`config.mk`:
```
export PLATFORM = sky130hd
export DESIGN_NAME = lgc_regs
export DESIGN_NICKNAME = d
export VERILOG_FILES = /design/src/lgc_pkg.sv /design/src/lgc_los_if.sv /design/src/lgc_los_det.sv /design/src/lgc_regs.sv
export SDC_FILE = /design/constraint.sdc
export NUM_CORES = 1
export LEC_CHECK = 0
export BUFFER_PORTS_ARGS = -buffer_cell sky130_fd_sc_hd__buf_2
export CAP_MARGIN = 20
export CORE_UTILIZATION = 53
export DETAILED_ROUTE_END_ITERATION = 10
export PLACE_DENSITY = 0.86
export SYNTH_ARGS = -nofsm -noshare
export SYNTH_HDL_FRONTEND = slang
export SYNTH_SLANG_ARGS = --single-unit
```
`constraint.sdc`:
```
create_clock -name i_clk -period 3.19 [get_ports i_clk]
set_clock_uncertainty 0.1 [all_clocks]
set_input_delay 0.638 -clock i_clk [delete_from_list [all_inputs] [get_ports i_clk]]
set_output_delay 0.638 -clock i_clk [all_outputs]
set_load 0.005 [all_outputs]
```
`src/lgc_pkg.sv`:
```
// Function
// - synthesizer makes E1 clock when rate bit is 0, T1/J1 when 1
// - with mute set, a channel in loss forces its data outputs low; clock runs
// - loss declared after 4096 zeros if extended, else 175 (T1) or 32 (E1)
// - in-circuit-test bit tristates every output, same as test pin low
package lgc_pkg;
  localparam int unsigned ADDR_W = 7;
  localparam int unsigned DATA_W = 8;
  localparam logic [6:0] ADDR_GLOBAL = 7'h41;
  localparam logic [6:0] ADDR_TUNING = 7'h42;
  localparam logic [7:0] RESET_VAL = 8'h00;
  // global register bit positions
  localparam int unsigned B_SEL_HI = 5;
  localparam int unsigned B_SEL_LO = 4;
  localparam int unsigned B_RATE = 3;
  localparam int unsigned B_MUTE = 2;
  localparam int unsigned B_EXT = 1;
  localparam int unsigned B_IN_TEST = 0;
  localparam logic [7:0] GLOBAL_MASK = 8'h3f;
  // tuning register bit positions
  localparam int unsigned B_GAUGE_HI = 7;
  localparam int unsigned B_GAUGE_LO = 6;
  localparam int unsigned B_TXON_CTL = 5;
  localparam int unsigned B_TERM_CTL = 4;
  // zero counts before loss is declared
  localparam int unsigned CNT_W = 13;
  localparam logic [12:0] ZEROS_EXT = 13'h1000;
  localparam logic [12:0] ZEROS_T1 = 13'h00af;
  localparam logic [12:0] ZEROS_E1 = 13'h0020;
endpackage : lgc_pkg

```
`src/lgc_los_if.sv`:
```
`timescale 1ns/10ps
// settings from the register bank to one loss detector
interface lgc_los_if;
  logic ext_q;
  logic t1_q;
  modport bank (output ext_q, output t1_q);
  modport det (input ext_q, input t1_q);
endinterface : lgc_los_if

```
`src/lgc_los_det.sv`:
```
`timescale 1ns/10ps
module lgc_los_det (
  input wire logic i_clk,
  input wire logic i_rst,
  lgc_los_if.det cfg,
  input wire logic i_bit_stb,
  input wire logic i_mark,
  output logic o_los
);
  logic [lgc_pkg::CNT_W-1:0] cnt_q;
  logic [lgc_pkg::CNT_W-1:0] limit;

  // zero count threshold for the current mode
  always_comb begin
    if (cfg.ext_q) begin
      limit = lgc_pkg::ZEROS_EXT;
    end else if (cfg.t1_q) begin
      limit = lgc_pkg::ZEROS_T1;
    end else begin
      limit = lgc_pkg::ZEROS_E1;
    end
  end

  // count consecutive zeros, saturating at the threshold
  always_ff @(posedge i_clk or posedge i_rst) begin
    if (i_rst) begin
      cnt_q <= '0;
    end else if (i_bit_stb) begin
      if (i_mark) begin
        cnt_q <= '0;
      end else if (cnt_q < limit) begin
        cnt_q <= cnt_q + 1'b1;
      end
    end
  end

  assign o_los = (cnt_q >= limit);
endmodule : lgc_los_det

```
`src/lgc_regs.sv`:
```
`timescale 1ns/10ps
module lgc_regs #(
  parameter int unsigned N_CH = 4
) (
  input wire logic i_clk,
  input wire logic i_rst,
  input wire logic [lgc_pkg::ADDR_W-1:0] i_addr,
  input wire logic [lgc_pkg::DATA_W-1:0] i_wdata,
  input wire logic i_wr,
  input wire logic i_rd,
  output logic [lgc_pkg::DATA_W-1:0] o_rdata,
  input wire logic i_in_circuit_test_n,
  input wire logic [N_CH-1:0] i_rx_stb,
  input wire logic [N_CH-1:0] i_rx_mark,
  input wire logic [N_CH-1:0] i_rx_pos,
  input wire logic [N_CH-1:0] i_rx_neg,
  output logic [N_CH-1:0] o_receive_positive_out,
  output logic [N_CH-1:0] o_line_code_violation_out,
  output logic [N_CH-1:0] o_receive_loss_of_signal,
  output logic o_out_en,
  output logic o_synth_rate_select,
  output logic o_synth_input_select_hi,
  output logic o_synth_input_select_lo,
  output logic o_wire_size_sel_hi,
  output logic o_wire_size_sel_lo,
  output logic o_transmit_enable_pin_ctl,
  output logic o_termination_pin_ctl
);

  // refuse a channel count that the per-channel logic cannot serve
  if (N_CH < 1) begin : g_bad_n_ch
    $error("lgc_regs needs at least one channel");
  end

  // true when the host addresses the given register
  function automatic logic addr_hits(
    input logic [lgc_pkg::ADDR_W-1:0] addr,
    input logic [lgc_pkg::ADDR_W-1:0] target
  );
    return (addr == target);
  endfunction : addr_hits

  // receive data with the per-channel mute applied while in loss
  function automatic logic [N_CH-1:0] mute_apply(
    input logic [N_CH-1:0] data,
    input logic [N_CH-1:0] loss,
    input logic mute
  );
    logic [N_CH-1:0] keep;
    keep = mute ? ~loss : '1;
    return data & keep;
  endfunction : mute_apply

  // register storage and read path
  logic [lgc_pkg::DATA_W-1:0] global_q;
  logic [lgc_pkg::DATA_W-1:0] tuning_q;
  logic [lgc_pkg::DATA_W-1:0] rdata_q;

  // per-channel receive state
  logic [N_CH-1:0] los;
  logic [N_CH-1:0] pos_q;
  logic [N_CH-1:0] neg_q;

  // address decode results
  logic hit_global;
  logic hit_tuning;
  logic wr_global;
  logic wr_tuning;

  // decoded fields of the global register
  logic rate_sel;
  logic mute_en;
  logic ext_en;
  logic test_en;
  logic sel_hi;
  logic sel_lo;

  // decoded fields of the tuning register
  logic gauge_hi;
  logic gauge_lo;
  logic txon_ctl;
  logic term_ctl;

  // address decode shared by the write and read paths
  assign hit_global = addr_hits(i_addr, lgc_pkg::ADDR_GLOBAL);
  assign hit_tuning = addr_hits(i_addr, lgc_pkg::ADDR_TUNING);
  assign wr_global = i_wr & hit_global;
  assign wr_tuning = i_wr & hit_tuning;

  // global register; unused top bits are masked so they always read zero
  always_ff @(posedge i_clk or posedge i_rst) begin
    if (i_rst) begin
      global_q <= lgc_pkg::RESET_VAL;
    end else if (wr_global) begin
      global_q <= i_wdata & lgc_pkg::GLOBAL_MASK;
    end
  end

  // tuning register; the low slicer and equalizer bits are only stored here
  always_ff @(posedge i_clk or posedge i_rst) begin
    if (i_rst) begin
      tuning_q <= lgc_pkg::RESET_VAL;
    end else if (wr_tuning) begin
      tuning_q <= i_wdata;
    end
  end

  // read data registered; a write in the same cycle shows on the next read
  always_ff @(posedge i_clk or posedge i_rst) begin
    if (i_rst) begin
      rdata_q <= lgc_pkg::RESET_VAL;
    end else if (i_rd) begin
      if (hit_global) begin
        rdata_q <= global_q;
      end else if (hit_tuning) begin
        rdata_q <= tuning_q;
      end else begin
        rdata_q <= '0; // unmapped addresses read as zero
      end
    end
  end

  // read data leaves straight from its flip-flops
  assign o_rdata = rdata_q;

  // global fields, split out once so every consumer sees the same bit
  assign rate_sel = global_q[lgc_pkg::B_RATE];
  assign mute_en = global_q[lgc_pkg::B_MUTE];
  assign ext_en = global_q[lgc_pkg::B_EXT];
  assign test_en = global_q[lgc_pkg::B_IN_TEST];
  assign sel_hi = global_q[lgc_pkg::B_SEL_HI];
  assign sel_lo = global_q[lgc_pkg::B_SEL_LO];

  // tuning fields
  assign gauge_hi = tuning_q[lgc_pkg::B_GAUGE_HI];
  assign gauge_lo = tuning_q[lgc_pkg::B_GAUGE_LO];
  assign txon_ctl = tuning_q[lgc_pkg::B_TXON_CTL];
  assign term_ctl = tuning_q[lgc_pkg::B_TERM_CTL];

  // one loss detector per channel, all sharing the global mode bits
  for (genvar c = 0; c < N_CH; c++) begin : g_ch
    lgc_los_if cfg_if ();

    // a mode change reaches the loss flag in the cycle after the write, without waiting for a received bit
    assign cfg_if.ext_q = ext_en;
    assign cfg_if.t1_q = rate_sel;

    lgc_los_det u_det (
      .i_clk(i_clk),
      .i_rst(i_rst),
      .cfg(cfg_if),
      .i_bit_stb(i_rx_stb[c]),
      .i_mark(i_rx_mark[c]),
      .o_los(los[c])
    );
  end

  // positive data output, forced low per channel while muted and in loss
  always_ff @(posedge i_clk or posedge i_rst) begin
    if (i_rst) begin
      pos_q <= '0;
    end else begin
      pos_q <= mute_apply(i_rx_pos, los, mute_en);
    end
  end

  // violation output, muted the same way; the recovered clock is left alone
  always_ff @(posedge i_clk or posedge i_rst) begin
    if (i_rst) begin
      neg_q <= '0;
    end else begin
      neg_q <= mute_apply(i_rx_neg, los, mute_en);
    end
  end

  // receive outputs and loss flags
  assign o_receive_positive_out = pos_q;
  assign o_line_code_violation_out = neg_q;
  assign o_receive_loss_of_signal = los;

  // drive enable for every output pin; either the bit or the pin floats them
  assign o_out_en = ~test_en & i_in_circuit_test_n;

  // clock synthesizer controls
  assign o_synth_rate_select = rate_sel;
  assign o_synth_input_select_hi = sel_hi;
  assign o_synth_input_select_lo = sel_lo;

  // line tuning controls
  assign o_wire_size_sel_hi = gauge_hi;
  assign o_wire_size_sel_lo = gauge_lo;
  assign o_transmit_enable_pin_ctl = txon_ctl;
  assign o_termination_pin_ctl = term_ctl;
endmodule : lgc_regs

```
==> summary.txt, run 1 <==
outcome -> finished clean
Clock Sinks -> 82
CTS Buffer Depth -> 2
Skew-Pair Late Insertion Delay -> 0.36 ns
post-layout min period -> 3.11 ns
worst reg2reg setup slack -> 0.54 ns
sequential power share -> 44.2%
Critical Path Fanout Max -> 7
Psw -> 1.04 mW
share of layout cells above drive strength 1 -> 20.9%
post-DR vias/cell -> 6.32
sequential area share after synthesis -> 40.6%
DP Wirelength -> 8650 um
first-pass GRT wire length -> 20300 um
Total GRT Usage -> 25.3%
P_leak -> 2.64 nW
CP Data Required Time -> 2.45 ns
Starting Density -> 54.7%
CTS tree -> built
Clock Tree Root -> clkbuf_8
Min-Delay Path Class -> input pin to async pin
Clk pwr share -> 26.9%
CP max stage cell -> dfrtp_1
Comb pwr share -> 28.9%
Rel. slew slack -> 44.2%
Multi-input gate area -> 2810 um^2
Mapped Area -> 5050 um^2
post-synthesis simple-gate area fraction -> 22.4%
Post-Synth Adder-Cell Area -> 7.93%
mux cell area share after synthesis -> 3.12%
switching portion of total power -> 35.6%
area grow syn2layout -> 14.5%
full die area -> 9920 um^2
worst setup path end -> o_receive_loss_of_signal[1]
drc violations -> 0
Final Slew Violations -> 0
crit path kind -> flop to output pin
Vert. Die Dim -> 99.6 um
gr ovfl total -> 0
Max Fclk -> 321 MHz
crit-path max cell delay -> 0.49 ns
# hold bufs at CTS -> 0
antenna violations before repair -> 0
RSZ-0062 raised after global routing -> no
Seq. cell area -> 2050 um^2
FF-to-FF End -> g_ch[1].u_det.cnt_q[4]$_DFFE_PP0P_
Inserted Clock Buffers -> 9
routed wl met2 -> 5920 um
gpl congestion -> 0.866
PD cells -> 506 nW/um^2
synthesized flop and latch total -> 82
std cell rows -> 35
asr flop ratio synth -> 100%
ys flop type -> dfrtp_1
Fin. Hold Viols -> 0
Die W -> 99.6 um
DRT Pass-1 Iters -> 5
Post-Syn Area per Cell -> 9.35 um^2
largest family of logic cells by synthesized area -> simple AND/OR/NAND/NOR gates
Syn Inst Count -> 540
DR vias -> 4692
pin count of the biggest net entering global routing -> 51
Final Power -> 2.93 mW
drt first-iter violations -> 216
wire length per cell -> 16.3 um
IO buf count -> 63
number of global-route vias before repair -> 4449
Fillers -> 744
Detailed Route WL -> 12100 um
fin crit share -> 97.6%
met3 WL -> 792 um
core area -> 9240 um^2
Int Power -> 1.89 mW
Setup crit start kind -> flop
CP endpoint kind -> output pin
Setup crit start -> global_q[3]$_DFFE_PP0P_
Metal-1 WL -> 5210 um
IO Count -> 64
Setup Viol. Count Final -> 0
Worst-Margin Slew -> 0.833 ns
worst path cell trace -> nand2_4 -> ha_1 -> a21o_1 -> a2111oi_1 -> buf_4 -> o211ai_1 -> buf_2
remaining antenna violation count -> 0
reg-to-reg startpoint -> global_q[3]$_DFFE_PP0P_
DR top layer -> met4
number of synthesized flops with an enable pin -> 0
syn_nets -> 608
setup tns final -> 0 ns
Nets -> 676
compound-cell area share of the yosys netlist -> 21.7%
clk slew on worst S/H paths -> 0.09 ns
Post-Synth XOR/XNOR Area -> 0%
diode count -> 0
# H-tree levels -> 3
Max Cap Viol -> 0
post-synth cell types -> 62
worst r2r path cells -> 8
Crit path arrival time -> 2.37 ns
maximum VDD drop -> 0.000254 V
Warnings, synthesis -> 0
==> timing repair <==
item                                    CTS  global route
resized for setup                         4             2
pin swaps                                 0             2
setup buffers                             0             4
endpoints found under the setup margin    4             3
cloned                                    0             1
==> state kept, by name (all words and copies together), names as in the netlist <==
signal,count
g_ch.u_det.cnt_q,52
o_rdata,8
tuning_q,8
global_q,6
o_line_code_violation_out,4
o_receive_positive_out,4
==> worst min-delay path by stage <==
stage | start | endpoint
after CTS | i_rst | g_ch[2].u_det.cnt_q[0]$_DFFE_PP0P_
after global placement | tuning_q[2]$_DFFE_PP0P_ | tuning_q[2]$_DFFE_PP0P_
after floorplan | g_ch[1].u_det.cnt_q[12]$_DFFE_PP0P_ | g_ch[1].u_det.cnt_q[12]$_DFFE_PP0P_
after detailed placement | g_ch[1].u_det.cnt_q[12]$_DFFE_PP0P_ | g_ch[1].u_det.cnt_q[12]$_DFFE_PP0P_
final | i_rst | g_ch[2].u_det.cnt_q[0]$_DFFE_PP0P_
after global routing | i_rst | g_ch[2].u_det.cnt_q[4]$_DFFE_PP0P_
==> cells in the mapped netlist (8+ instances only) <==
cell | count | area (um^2)
clkbuf_1 | 14 | 52.6
o21a_1 | 8 | 60.1
o21ai_0 | 20 | 100
nor3_1 | 18 | 90.1
nand2_1 | 49 | 184
and3_1 | 9 | 56.3
a41oi_1 | 9 | 78.8
nand3_1 | 37 | 185
o211ai_1 | 12 | 90.1
a21oi_1 | 26 | 130
nand4_1 | 11 | 68.8
nor2_1 | 28 | 105
dfrtp_1 | 82 | 2050
inv_1 | 28 | 105
o31ai_1 | 8 | 60.1
mux2_2 | 14 | 158
o311ai_0 | 11 | 96.3
nor4_1 | 15 | 93.8
ha_1 | 32 | 400
==> power groups by stage <==
stage	logic, mW	registers [mW]	clock network [mW]
3_5_place_dp	0.801	1.31	0
6_report	0.846	1.29	0.786
3_3_place_gp	0.750	1.30	0
4_1_cts	0.817	1.29	0.798
2_1_floorplan	0.588	1.27	0
5_1_grt	0.937	1.31	0.839
==> area by class of cell <==
| type | count | area share [%] |
|---|---|---|
| tap | 129 | 2.79 |
| clock inverter | 7 | 1.34 |
| timing repair buffer | 79 | 7.75 |
| multi-input combinational | 408 | 48.6 |
| clock buffer | 9 | 2.14 |
| inverter | 28 | 1.84 |
| sequential | 82 | 35.5 |
==> per-layer routing <==
metal	up-vias	track usage (%)
met5	-	0
met4	0	9.28
met3	15	4.64
met2	202	43.6
met1	2265	31.7
li1	2210	-
==> critical path, delay by kind of cell (launching register included) <==
kind | cells | cell delay, ns
AO/OA/AOI/OAI | 3 | 0.72
AND/OR/NAND/NOR | 1 | 0.13
buffers and inverters | 2 | 0.35
adder cells (fa/ha/maj) | 1 | 0.32
flip-flops | 1 | 0.49
==> layout by cell type, fill, tap and decap left out, types with 3 or more instances in the layout <==
master	instances
dfrtp_1	82
buf_2	63
nand2_1	48
nand3_1	37
ha_1	32
nor2_1	28
inv_1	26
a21oi_1	26
o21ai_0	20
nor3_1	18
nor4_1	15
buf_4	15
mux2_2	14
o211ai_1	12
o311ai_0	11
nand4_1	11
and3_1	9
a41oi_1	9
clkbuf_8	9
o21a_1	8
o31ai_1	7
nor3b_1	6
a22oi_1	6
a31oi_1	6
a311o_1	5
and2_1	5
a21boi_0	5
a21o_1	5
nand2b_1	4
and4_1	4
nor2b_1	4
o31a_1	3
a32oi_1	3
and4b_1	3
or3_1	3
a31o_2	3
==> logic make-up after synthesis <==
kind of cell    Yosys count
compound gates          149
flops                    82
fa+ha+maj                32
buf+inv                  51
mux                      14
simple gates            212
==> metrics by stage <==
stage               hold slack, ns  area [um^2]  std cells  utilization [%]  worst slack (ns)
floorplan                    0.356         5050        540                -            0.0208
global placement             0.387         5520        721             59.8             0.228
detailed placement           0.399         5520        721             59.8             0.126
CTS                          0.229         5740        737             62.1            0.0344
global route                 0.253         5780        742             62.6           0.00773
finish                       0.209         5780        742             62.6            0.0779
Power figures use the tool's default switching activity.
==> inputs of run 2 (changes only) <==
Settings changed: SETUP_SLACK_MARGIN from default to 0.4.
==> run 2 against run 1 <==
Hold slack worse by 0.016 ns; final cell count up 1.8%; clock-buffer cell count unchanged; highest routed layer unchanged; wire length up 13%; critical path type unchanged; global-route usage up 2.8 points; fmax up 2.9%; flip-flop and latch count unchanged; sequential share of layout area down 1.3 points; utilization up 2.5 points.
==> summary.txt, run 2 (same netlist as run 1, synthesis figures left out) <==
outcome -> finished clean
post-placement cell area -> 5530 um^2 (+0.16%)
area grow syn2layout -> 19.1%
Detailed Route WL -> 13600 um (+13%)
antenna violations before repair -> 0 (unchanged)
Skew-Pair Late Insertion Delay -> 0.37 ns (about the same)
RSZ-0062 raised after global routing -> yes
number of global-route vias before repair -> 4644 (+4.4%)
DR vias -> 4907 (+4.6%)
gpl congestion -> 0.933 (+7.8%)
CP Data Required Time -> 2.45 ns (about the same)
FF-to-FF End -> g_ch[1].u_det.cnt_q[11]$_DFFE_PP0P_
share of layout cells above drive strength 1 -> 25.2% (+4.4 points)
first-pass GRT wire length -> 22200 um (+9.5%)
PD cells -> 503 nW/um^2 (-0.66%)
DP Wirelength -> 9260 um (+7.1%)
M2 GR Usage -> 46.7% (+3.0 points)
post-layout min period -> 3.03 ns (-0.0863 ns)
IO buf count -> 63 (unchanged)
Int Power -> 1.88 mW (-0.13%)
Nets -> 689 (+1.9%)
drc violations -> 0 (unchanged)
worst path cell trace -> or4_4 -> o31ai_4 -> nand2b_1 -> or3_1 -> buf_2
CTS Buffer Depth -> 2 (unchanged)
Starting Density -> 54.7% (unchanged)
remaining antenna violation count -> 0 (unchanged)
std cell rows -> 35 (unchanged)
DRT Pass-1 Iters -> 5 (unchanged)
Crit path arrival time -> 2.29 ns (-0.08 ns)
Max Fclk -> 330 MHz (+2.9%)
worst reg2reg setup slack -> 0.51 ns (-0.03 ns)
Clock Sinks -> 82 (unchanged)
# hold bufs at CTS -> 0 (unchanged)
switching portion of total power -> 37.7% (+2.1 points)
fin area -> 6010 um^2 (+4.0%)
IO Count -> 64 (unchanged)
crit-path max cell delay -> 0.58 ns (+0.09 ns)
Min-Delay Path Class -> input pin to async pin
Comb pwr share -> 32.7% (+3.8 points)
busiest grt layer -> met2
CP max stage cell -> or4_4
grt met1 use -> 36.3% (+4.7 points)
final non-filler cell total -> 755 (+1.8%)
sequential power share -> 43.2% (-1.0 points)
P_leak -> 2.70 nW (+2.3%)
Setup crit start kind -> flop
setup tns final -> 0 ns (unchanged)
met3 track utilization from global routing -> 5.34% (+0.70 points)
crit path kind -> flop to output pin
CP endpoint kind -> output pin
Util after Layout -> 65.1% (+2.5 points)
Final Slew Violations -> 0 (unchanged)
core area -> 9240 um^2 (unchanged)
setup ws final -> 0.164 ns (+0.0863 ns)
gr ovfl total -> 0 (unchanged)
maximum VDD drop -> 0.000293 V (+15%)
Vert. Die Dim -> 99.6 um (unchanged)
Clk pwr share -> 24.1% (-2.8 points)
worst r2r path cells -> 8 (unchanged)
full die area -> 9920 um^2 (unchanged)
fin crit share -> 94.9% (-2.7 points)
most common cell after layout, fill and taps aside -> dfrtp_1
pre-CTS WS -> 0.242 ns (+0.115 ns)
Psw -> 1.14 mW (+9.6%)
diode count -> 0 (unchanged)
Clock Tree Root -> clkbuf_8
commonest non-fill, non-tap cells in the layout -> 80 x dfrtp_1, 63 x buf_2, 48 x nand2_1
Max Cap Viol -> 0 (unchanged)
Final Power -> 3.02 mW (+3.3%)
# H-tree levels -> 3 (unchanged)
Total GRT Usage -> 28.1% (+2.8 points)
Die W -> 99.6 um (unchanged)
Top delay family on crit path -> simple AND/OR/NAND/NOR gates
Rel. slew slack -> 52.9% (+8.7 points)
wire length per cell -> 18.1 um (+11%)
# placed instances -> 720 (-0.14%)
Worst-Margin Slew -> 0.700 ns (-0.133 ns)
Inserted Clock Buffers -> 9 (unchanged)
Setup Viol. Count Final -> 0 (unchanged)
Critical Path Fanout Max -> 5 (-2)
crit path buf inv count -> 1 (-1)
hold_ws -> 0.193 ns (-0.0159 ns)
Top reg by flops -> g_ch.u_det.cnt_q
pin count of the biggest net entering global routing -> 37 (-27%)
Fin. Hold Viols -> 0 (unchanged)
drt first-iter violations -> 354 (+64%)
post-DR vias/cell -> 6.50 (+2.8%)
clk slew on worst S/H paths -> 0.10 ns (about the same)
reg-to-reg startpoint -> global_q[3]$_DFFE_PP0P_
max reg flops -> 52 (unchanged)
CTS tree -> built
==> run 2: area by class of cell <==
type                            instances  area, um^2
Multi-Input combinational cell        409        2970
Clock buffer                            9         124
Tap cell                              129         161
Timing Repair Buffer                   91         526
Sequential cell                        82        2050
Inverter                               28         119
Fill cell                             701        3230
Clock inverter                          7        61.3
==> run 2: power groups by stage <==
stage                     combinational (mW)  sequential [mW]  clock [mW]
after global placement                 0.753             1.30           0
after detailed placement               0.808             1.31           0
after floorplan                        0.601             1.27           0
final                                  0.990             1.31       0.729
after global routing                    1.08             1.32       0.777
after CTS                              0.906             1.30       0.737
==> run 2: repair_timing <==
item                       4_1_cts  5_1_grt
cloned                           2        0
setup endpoints to repair       11        7
pin swaps                        4        7
gates resized for setup         16       11
setup buffers                    7       10
==> run 2: worst max-delay path by stage <==
stage                                       startpoint                             endpoint  depth (start not counted)
detailed placement             global_q[1]$_DFFE_PP0P_  g_ch[1].u_det.cnt_q[11]$_DFFE_PP0P_                          8
floorplan                      global_q[1]$_DFFE_PP0P_          o_receive_loss_of_signal[0]                          9
finish              g_ch[0].u_det.cnt_q[8]$_DFFE_PP0P_          o_receive_loss_of_signal[0]                          5
CTS                            global_q[1]$_DFFE_PP0P_          o_receive_loss_of_signal[0]                          8
global route        g_ch[0].u_det.cnt_q[8]$_DFFE_PP0P_          o_receive_loss_of_signal[0]                          5
global placement               global_q[1]$_DFFE_PP0P_          o_receive_loss_of_signal[1]                          7
==> run 2: metal layers <==
metal  wire length [um]  up-vias  part of all wire (%)
li1                   -     2247                     -
met1               5690     2389                    42
met2               6770      233                    50
met3                902       38                   6.6
met4                284        0                   2.1
met5                  0        -                     0
